## src/inc/vtes_pkg.sv

```systemverilog
// package: offsets, field layouts, reset values and carrier types
package vtes_pkg;
  localparam int ADDR_W = 8;
  localparam int DATA_W = 8;
  localparam int NUM_CH = 7;
  localparam logic [7:0] OFF_CONTROL = 8'h40;
  localparam logic [7:0] OFF_STATUS = 8'h41;
  localparam logic [7:0] OFF_VOLT_EN = 8'h7E;
  localparam logic [7:0] OFF_TEMP_EN = 8'h82;
  localparam logic [7:0] OFF_LIMIT_BASE = 8'hA0;
  localparam logic [7:0] RST_STATUS = 8'h00;
  localparam logic [7:0] RST_CONTROL = 8'h00;
  localparam logic [7:0] RST_VOLT_EN = 8'h00;
  localparam logic [7:0] RST_TEMP_EN = 8'h00;
  localparam logic [7:0] RST_LOW_LIMIT = 8'h00;
  localparam logic [7:0] RST_HIGH_LIMIT = 8'hFF;
  localparam int BIT_START = 0;
  localparam int BIT_PENDING = 7;
  localparam int BIT_V25 = 0;
  localparam int BIT_VCORE = 1;
  localparam int BIT_V33 = 2;
  localparam int BIT_V5 = 3;
  localparam int BIT_DIODE_A = 4;
  localparam int BIT_INTERNAL = 5;
  localparam int BIT_DIODE_B = 6;
  localparam int VOLT_EN_LSB = 0;
  localparam int TEMP_EN_LSB = 0;

  typedef struct packed {
    logic [ADDR_W-1:0] addr;
    logic [DATA_W-1:0] wdata;
    logic wr;
    logic rd;
  } vtes_bus_s;

  typedef struct packed {
    logic [NUM_CH-1:0] valid;
    logic [NUM_CH-1:0][7:0] value;
  } vtes_conv_s;
endpackage : vtes_pkg

```

## src/vtes_event_status.sv

```systemverilog
// voltage and temperature sticky event status register with its enables
`timescale 1ns/1ps
`default_nettype none
module vtes_event_status #(
  parameter int NUM_CH = vtes_pkg::NUM_CH
) (
  input wire logic clk_sys,
  input wire logic rst_b,
  input wire vtes_pkg::vtes_bus_s busIn,
  output logic [vtes_pkg::DATA_W-1:0] readData,
  input wire vtes_pkg::vtes_conv_s convIn,
  input wire logic secondStatusAny,
  input wire logic globalIrqAllow,
  output logic monitorStart,
  output logic [7:0] eventStatus
);

  ////////////////////////////////////////////////////////////////////////
  // register storage
  logic [7:0] statusReg;
  logic [7:0] controlReg;
  logic [7:0] voltEnReg;
  logic [7:0] tempEnReg;
  logic [NUM_CH-1:0][7:0] lowLimit;
  logic [NUM_CH-1:0][7:0] highLimit;
  logic [NUM_CH-1:0] activeViol;
  logic [NUM_CH-1:0][7:0] lastReading;

  ////////////////////////////////////////////////////////////////////////
  // address decode
  wire logic wrControl;
  wire logic wrVoltEn;
  wire logic wrTempEn;
  wire logic rdStatus;
  wire logic inLimitSpace;
  wire logic [7:0] limitOffset;
  wire logic [3:0] limitIdx;
  wire logic limitHigh;
  wire logic limitIdxOk;

  assign wrControl = busIn.wr && busIn.addr == vtes_pkg::OFF_CONTROL;
  assign wrVoltEn = busIn.wr && busIn.addr == vtes_pkg::OFF_VOLT_EN;
  assign wrTempEn = busIn.wr && busIn.addr == vtes_pkg::OFF_TEMP_EN;
  assign rdStatus = busIn.rd && busIn.addr == vtes_pkg::OFF_STATUS;
  // limits sit in pairs (low, high) per channel, channel order = bit order
  assign limitOffset = busIn.addr - vtes_pkg::OFF_LIMIT_BASE;
  assign inLimitSpace = busIn.addr >= vtes_pkg::OFF_LIMIT_BASE;
  assign limitIdx = limitOffset[4:1];
  assign limitHigh = limitOffset[0];
  assign limitIdxOk = inLimitSpace && limitOffset < 8'(2 * NUM_CH);

  ////////////////////////////////////////////////////////////////////////
  // per channel enables and evaluation
  wire logic start;
  wire logic [NUM_CH-1:0] chEnable;
  wire logic [NUM_CH-1:0] chUpdate;
  wire logic [NUM_CH-1:0] chViol;
  wire logic [NUM_CH-1:0] next_bits;
  wire logic [NUM_CH-1:0] next_active;

  assign start = controlReg[vtes_pkg::BIT_START];
  assign chEnable[vtes_pkg::BIT_V25] = voltEnReg[vtes_pkg::VOLT_EN_LSB];
  assign chEnable[vtes_pkg::BIT_VCORE] = voltEnReg[vtes_pkg::VOLT_EN_LSB+1];
  assign chEnable[vtes_pkg::BIT_V33] = voltEnReg[vtes_pkg::VOLT_EN_LSB+2];
  assign chEnable[vtes_pkg::BIT_V5] = voltEnReg[vtes_pkg::VOLT_EN_LSB+3];
  assign chEnable[vtes_pkg::BIT_DIODE_A] = tempEnReg[vtes_pkg::TEMP_EN_LSB];
  assign chEnable[vtes_pkg::BIT_INTERNAL] =
    tempEnReg[vtes_pkg::TEMP_EN_LSB+1];
  assign chEnable[vtes_pkg::BIT_DIODE_B] = tempEnReg[vtes_pkg::TEMP_EN_LSB+2];

  // global allow is taken in but deliberately steers nothing here
  wire logic unusedAllow;
  assign unusedAllow = globalIrqAllow;

  genvar g;
  generate
    for (g = 0; g < NUM_CH; g++) begin : gCh
      // results landing while stopped are dropped
      assign chUpdate[g] = convIn.valid[g] && start;
      // each channel compares against its own pair of limits
      assign chViol[g] = (convIn.value[g] <= lowLimit[g]) ||
                         (convIn.value[g] > highLimit[g]);
      assign next_active[g] = chUpdate[g] ? chViol[g] : activeViol[g];
      // update: set if enabled and violating; a disabled bit drops here
      // read: clears only if the channel is currently quiet
      // a set arriving with the read wins over the clear
      assign next_bits[g] =
        chUpdate[g] ? (chEnable[g] ? ((statusReg[g] &&
                         !(rdStatus && !activeViol[g])) || chViol[g])
                                   : 1'b0)
                    : (statusReg[g] && !(rdStatus && !activeViol[g]));
    end
  endgenerate

  ////////////////////////////////////////////////////////////////////////
  // register writes and status update
  always_ff @(posedge clk_sys or negedge rst_b) begin
    if (!rst_b) begin
      statusReg <= vtes_pkg::RST_STATUS;
      controlReg <= vtes_pkg::RST_CONTROL;
      voltEnReg <= vtes_pkg::RST_VOLT_EN;
      tempEnReg <= vtes_pkg::RST_TEMP_EN;
      activeViol <= '0;
    end else begin
      // status writes fall through the decode and are dropped
      statusReg[NUM_CH-1:0] <= next_bits;
      // summary bit mirrors the second register directly
      statusReg[vtes_pkg::BIT_PENDING] <= secondStatusAny;
      activeViol <= next_active;
      if (wrControl) begin
        controlReg <= {7'h00, busIn.wdata[vtes_pkg::BIT_START]};
      end
      if (wrVoltEn) begin
        voltEnReg <= busIn.wdata;
      end
      if (wrTempEn) begin
        tempEnReg <= busIn.wdata;
      end
    end
  end

  always_ff @(posedge clk_sys or negedge rst_b) begin
    if (!rst_b) begin
      lowLimit <= {NUM_CH{vtes_pkg::RST_LOW_LIMIT}};
      highLimit <= {NUM_CH{vtes_pkg::RST_HIGH_LIMIT}};
      lastReading <= '0;
    end else begin
      if (busIn.wr && limitIdxOk) begin
        if (limitHigh) begin
          highLimit[limitIdx] <= busIn.wdata;
        end else begin
          lowLimit[limitIdx] <= busIn.wdata;
        end
      end
      for (int i = 0; i < NUM_CH; i++) begin
        if (chUpdate[i]) begin
          lastReading[i] <= convIn.value[i];
        end
      end
    end
  end

  ////////////////////////////////////////////////////////////////////////
  // read path, data valid the cycle after the strobe
  wire logic [7:0] next_readData;
  wire logic [7:0] limitRead;
  assign limitRead = limitHigh ? highLimit[limitIdx] : lowLimit[limitIdx];
  assign next_readData =
    !busIn.rd ? 8'h00 :
    busIn.addr == vtes_pkg::OFF_STATUS ? statusReg :
    busIn.addr == vtes_pkg::OFF_CONTROL ? controlReg :
    busIn.addr == vtes_pkg::OFF_VOLT_EN ? voltEnReg :
    busIn.addr == vtes_pkg::OFF_TEMP_EN ? tempEnReg :
    limitIdxOk ? limitRead : 8'h00;

  always_ff @(posedge clk_sys or negedge rst_b) begin
    if (!rst_b) begin
      readData <= 8'h00;
      monitorStart <= 1'b0;
      eventStatus <= vtes_pkg::RST_STATUS;
    end else begin
      readData <= next_readData;
      // track the control bit in the same cycle it is written
      monitorStart <= wrControl ? busIn.wdata[vtes_pkg::BIT_START] : start;
      // bit 7 shown with the same timing as the stored summary bit
      eventStatus <= {secondStatusAny, next_bits};
    end
  end

  wire logic unusedReading;
  assign unusedReading = ^lastReading;

endmodule : vtes_event_status
`default_nettype wire

```

## config.mk

```make
export PLATFORM = sky130hd
export DESIGN_NAME = vtes_event_status
export DESIGN_NICKNAME = d
export VERILOG_FILES = /design/src/inc/vtes_pkg.sv /design/src/vtes_event_status.sv
export SDC_FILE = /design/constraint.sdc
export NUM_CORES = 1
export LEC_CHECK = 0
export ABC_CLOCK_PERIOD_IN_PS = 2180
export BUFFER_PORTS_ARGS = -buffer_cell sky130_fd_sc_hd__buf_2
export CAP_MARGIN = 20
export CORE_MARGIN = 3
export CORE_UTILIZATION = 39
export CTS_CLUSTER_DIAMETER = 120
export CTS_CLUSTER_SIZE = 25
export DETAILED_ROUTE_END_ITERATION = 8
export PLACE_DENSITY = 0.65
export SLEW_MARGIN = 20
export SYNTH_ARGS = -nofsm -noshare
export SYNTH_HDL_FRONTEND = slang
export SYNTH_SLANG_ARGS = --single-unit
```

## constraint.sdc

```tcl
create_clock -name clk_sys -period 2.18 [get_ports clk_sys]
set_clock_uncertainty 0.05 [all_clocks]
set_input_delay 0.436 -clock clk_sys [delete_from_list [all_inputs] [get_ports clk_sys]]
set_output_delay 0.436 -clock clk_sys [all_outputs]
set_load 0.02 [all_outputs]
```

Word level (Yosys, flattened, before mapping)

Cells that the tools add are included.

Register bits after elaboration: 153
Memory bits (writable): 0
Bits of input ports: 85
Memories: 0
Bits in read-only memories: 0
Bits in latches: 0
Word-level logic and storage cells: 139

Bitwise gates (word level): 1
Equal/unequal tests: 4
Mux-type cells: 30
Multiply operators: 0
Shift operators: 0
Magnitude comparators: 18
Reductions and logical operators: 58
Div/mod/pow operators: 0
Add/sub/neg operators: 1

Operators by type and width:

| operator            | number |
|---|---|
| $bwmux 56           | 2 |
| $mux 8              | 10 |
| $gt 8x8->1          | 7 |
| $le 8x8->1          | 7 |
| $bmux 8 s3          | 2 |
| $logic_and 1x1->1   | 28 |
| $demux 8 s3         | 1 |
| $eq 8x7->1 const B  | 3 |
| $mux 1              | 15 |
| $logic_not 1->1     | 14 |
| $logic_or 1x1->1    | 14 |
| $eq 8x8->1 const B  | 1 |
| $ge 8x8->1 const B  | 1 |
| $lt 8x4->1 const B  | 1 |
| $sub 8x8->8 const B | 1 |
| $ge 4x1->1 const B  | 1 |
| $lt 4x4->1 const B  | 1 |
| $reduce_and 2->1    | 2 |
| $not 1->1           | 1 |

Depth between registers and ports, before layout

Depth in word-level cells: 10
Depth in mapped cells: 8

Worst setup path before layout

OpenSTA, ideal clock, no wires.

Path kind: input-to-reg
From: input port busIn[15] in the netlist's numbering
To: register lowLimit[0] in the netlist's numbering
Stages: 7
Setup time: 0.125 ns
Path slack: -0.128 ns
Buffers on the path: 0
Arrival time: 2.133 ns
Cells stage by stage: inv_1 ha_1 and4b_1 nand2b_1 or3_4 nor3_4 mux2_2

Cells in the longest elaborated chain, start to end: 5

RTL lines:

| element                             | RTL line                 | text |
|---|---|---|
| from (decl)                         | vtes_event_status.sv:9   | `input wire vtes_pkg::vtes_bus_s busIn,` |
| $sub 8x8->8                         | vtes_event_status.sv:46  | `assign limitOffset = busIn.addr - vtes_pkg::OFF_LIMIT_BASE;` |
| $lt 8x4->1                          | vtes_event_status.sv:50  | `assign limitIdxOk = inLimitSpace && limitOffset < 8'(2 * NUM_CH);` |
| $logic_and 1x1->1 *                 | vtes_event_status.sv:50  |  |
| $logic_and 1x1->1 *                 | vtes_event_status.sv:128 | `if (busIn.wr && limitIdxOk) begin` |
| $reduce_and 2->1 (no source line) * | -                        |  |
| to (signal assigned)                | vtes_event_status.sv:124 | `lowLimit <= {NUM_CH{vtes_pkg::RST_LOW_LIMIT}};` |
| to (signal, indexed assignment)     | vtes_event_status.sv:132 | `lowLimit[limitIdx] <= busIn.wdata;` |
| to (decl)                           | vtes_event_status.sv:24  | `logic [NUM_CH-1:0][7:0] lowLimit;` |

Every way passes the cells marked *; elsewhere a longest branch is shown, timed or not.
A chain may end at the register's enable or synchronous reset.

Worst setup path after layout

From: register highLimit[49] in the netlist's numbering
To: register eventStatus[6]

Cells in the longest elaborated chain, start to end: 5

RTL lines:

| element                           | RTL line                 | text |
|---|---|---|
| from (decl)                       | vtes_event_status.sv:25  | `logic [NUM_CH-1:0][7:0] highLimit;` |
| from (signal assigned)            | vtes_event_status.sv:125 | `highLimit <= {NUM_CH{vtes_pkg::RST_HIGH_LIMIT}};` |
| from (signal, indexed assignment) | vtes_event_status.sv:130 | `highLimit[limitIdx] <= busIn.wdata;` |
| $gt 8x8->1                        | vtes_event_status.sv:82  | `(convIn.value[g] > highLimit[g]);` |
| $logic_or 1x1->1                  | vtes_event_status.sv:81  | `assign chViol[g] = (convIn.value[g] <= lowLimit[g]) \|\|` |
| $logic_or 1x1->1                  | vtes_event_status.sv:89  | `!(rdStatus && !activeViol[g])) \|\| chViol[g])` |
| $mux 1 (2 in a row)               | vtes_event_status.sv:88  | `chUpdate[g] ? (chEnable[g] ? ((statusReg[g] &&` |
| net next_bits[6]                  | vtes_event_status.sv:58  | `wire logic [NUM_CH-1:0] next_bits;` |
| to (signal assigned)              | vtes_event_status.sv:160 | `eventStatus <= vtes_pkg::RST_STATUS;` |
| to (signal assigned)              | vtes_event_status.sv:166 | `eventStatus <= {secondStatusAny, next_bits};` |
| to (decl)                         | vtes_event_status.sv:15  | `output logic [7:0] eventStatus` |

The timed path passes the listed nets, and every way through them passes these cells.

==> results.md <==
- Hold worst-path end: eventStatus[7]
- Max-slew violation count: 0
- Post-layout instance area: 12300 sq um
- Initial antenna violation count: 0
- First-pass GRT wire length: 46400 um
- Synthesized area: 10100 sq um
- Vias in the first global route: 8144
- Core area: 25300 sq um
- Post-Route WL: 30100 um
- Fin. Hold Viols: 0
- Synth top area cells: dfrtp_1 (24%), dfstp_2 (15%), ha_1 (14%), mux2_2 (13%), inv_1 (4.3%)
- Dpl ws: -0.334 ns
- Crit path largest cell delay: 0.54 ns
- Worst reg2reg startpoint: highLimit[49]
- Area delta synth->final: 22.0%
- R2r endpoint: eventStatus[6]
- Fmax: 0.470 GHz
- Via count: 8058
- R2R setup slack: 0.05 ns
- Yosys Warn Count: 0
- Largest net degree at the start of global routing: 59
- Crit path depth: 8
- Initial Util: 0.399
- Post-synth top flop: dfrtp_1
- Crit path launch: highLimit[49]
- Clk slew on worst S/H paths: 0.07 ns
- Sum of buffers and inverters on the critical path: 2
- # diodes: 0
- Final setup viols: 0
- Startpoint types: flip-flop
- Top Ports: 102
- Status: finished clean
- Synth cell types: 64
- DIE AREA: 27800 sq um
- Via density: 5.50
- Worst Max-Slew Pin Slew: 0.706 ns
- Placement Cell Area: 11600 sq um
- GP Congestion: 0.945
- #FFs+latches synth: 153
- IO Port Bufs: 100
- CP Class: reg -> reg
- Seq/Total Area, Yosys: 0.387
- Row cnt: 58
- Cells after synthesis: 950
- Avg Inst Size Synth: 10.6 sq um
- Detailed-router iteration count before antenna repair: 7
- Remaining Overflow, GRT: 0
- Maximum vdd ir drop: 0.557 mV
- Final min period: 2.13 ns
- RSZ-0062 raised after global routing: true
- Worst Path Max Fanout: 2
- TritonCTS clock tree: done
- DRT iter0 DRCs: 655
- Worst r2r path cells: 8
- Worst skew pair latency: 0.44 ns
- CP Cell Sequence: inv_1, ha_4, and3_4, a221oi_4, o2bb2ai_2, o311ai_2, buf_4, a21oi_2
- CTS max path bufs: 2
- # H-tree levels: 4
- CP endpoint kind: flip-flop
- Wire length per cell: 20.6 um
- Final ANT Viol Nets: 0
- Die X: 167 um
- Gr usage total: 0.217
- Cell family with most CP delay: compound AO/OA/AOI/OAI gates
- Layout Nets: 1319
- Worst setup margin: 0.0527 ns
- Worst Path Required: 2.44 ns
- Pwr dens: 590 nW/um^2
- Area leader, netlist: dfrtp_1
- CTS buffer count: 17
- Yosys top cell area share: 0.241
- Period utilization: 0.976
- Drt drc: 0
- Setup_tns: 0 ns
- Max_slew headroom: 0.529
- FFs w/ async S/R, synth: 1.00
- Clock tree sinks: 153
- Mapped Nets: 1148
- Leakage: 5.65 nW
- Die span in y: 167 um
- Hold Crit Class: in -> reg
- Number of enable flip-flop cells after synthesis: 0
- Hold path start: secondStatusAny
- Hold depth: 1
- Slowest stage cell on the critical path: dfstp_2
- Critical Path AT: 2.39 ns
- Share of layout cells above drive strength 1: 0.389
- Root Buffer: clkbuf_16
- Dpl hpwl: 23800 um
- Number of max-cap violations: 0
layer usage:
layer / track usage / wire [um]
met3: 0.0408 / 1670
met2: 0.363 / 14400
met1: 0.285 / 13200
met4: 0.0739 / 858
met5: 0 / 0
power by group:
part | total (mW) | switching, mW | internal (mW) | leakage, nW
combinational | 1.19 | 0.663 | 0.530 | 3.50
clock | 2.87 | 1.27 | 1.60 | 0.278
sequential | 3.19 | 0.152 | 3.03 | 1.87
sequential cells by signal (all words and copies together) (netlist names):
register      flops
lowLimit         56
eventStatus       8
voltEnReg         8
activeViol        7
tempEnReg         8
readData          8
monitorStart      1
controlReg        1
highLimit        56
per-stage QoR:
stage	utilization	instances	hold slack, ns	power [mW]
2_1_floorplan	-	950	0.0904	3.84
3_3_place_gp	0.459	1431	0.290	4.35
3_5_place_dp	0.459	1431	0.289	4.39
4_1_cts	0.483	1464	0.0480	7.26
5_1_grt	0.487	1464	0.0623	7.58
6_report	0.487	1464	0.0672	7.25
synthesized netlist by cell type, types with 6 or more instances:
cell type,number
nand3_1,7
nor2b_1,10
dfstp_2,56
inv_1,115
mux2i_1,21
o21ai_0,56
dfrtp_1,97
nand4_1,21
mux4_2,7
mux2_4,8
a22oi_1,6
buf_2,10
mux2_2,119
nor2_1,19
o211ai_1,11
nand2b_1,7
a221oi_1,7
a21oi_1,64
ha_1,113
clkbuf_1,17
nand2_1,65
a21o_1,13
a2bb2oi_1,7
cell type report:
cell class                 count  area, sq um
fill                        2332        13000
inverter                     116          448
clock inverter                14          138
tap                          330          413
clock buffer                  18          429
multi-input combinational    649         5730
sequential                   153         3900
timing repair buffer         184         1230
how the worst max path moves through the flow:
stage                      to  slack, ns
2_1_floorplan     lowLimit[0]      -0.08
3_3_place_gp     lowLimit[42]      -0.28
3_5_place_dp     lowLimit[42]      -0.33
4_1_cts        eventStatus[4]       0.03
5_1_grt         activeViol[5]      -0.04
6_report       eventStatus[6]       0.05
repair_timing:
| item | in CTS | in global routing |
|---|---|---|
| buffers inserted | 0 | 0 |
| endpoints found under the setup margin | 2 | 10 |
| hold buffers | 1 | 0 |
| gates resized for setup | 4 | 14 |
| pin swaps | 3 | 6 |
| hold endpoints to repair | 15 | 0 |
placed cells by master, fill, tap and decap left out, drive strengths merged, types with 5 or more instances in the layout:
cell type,instances
nand2,66
clkinv,7
o22ai,5
nor3,6
a2bb2oi,7
nand4,21
nand3,7
clkbuf,18
dfstp,56
mux4,7
a22oi,6
a211oi,5
nor2,20
mux2i,21
mux2,130
o211ai,11
dfrtp,97
nor2b,10
a221oi,7
o21ai,56
and3,5
ha,113
and4b,5
inv,121
a21o,13
a21oi,64
buf,183
nand2b,7
logic make-up (layout without fill, tap and decap cells):
family / after synthesis / count (layout) / synth area share
buffers and inverters: 148 / 332 / 0.0606
AO/OA/AOI/OAI: 206 / 206 / 0.129
adder cells (fa/ha/maj): 113 / 113 / 0.140
multiplexers: 158 / 158 / 0.185
AND/OR/NAND/NOR: 172 / 172 / 0.0981
flip-flops: 153 / 153 / 0.387
Power figures use the tool's default switching activity.
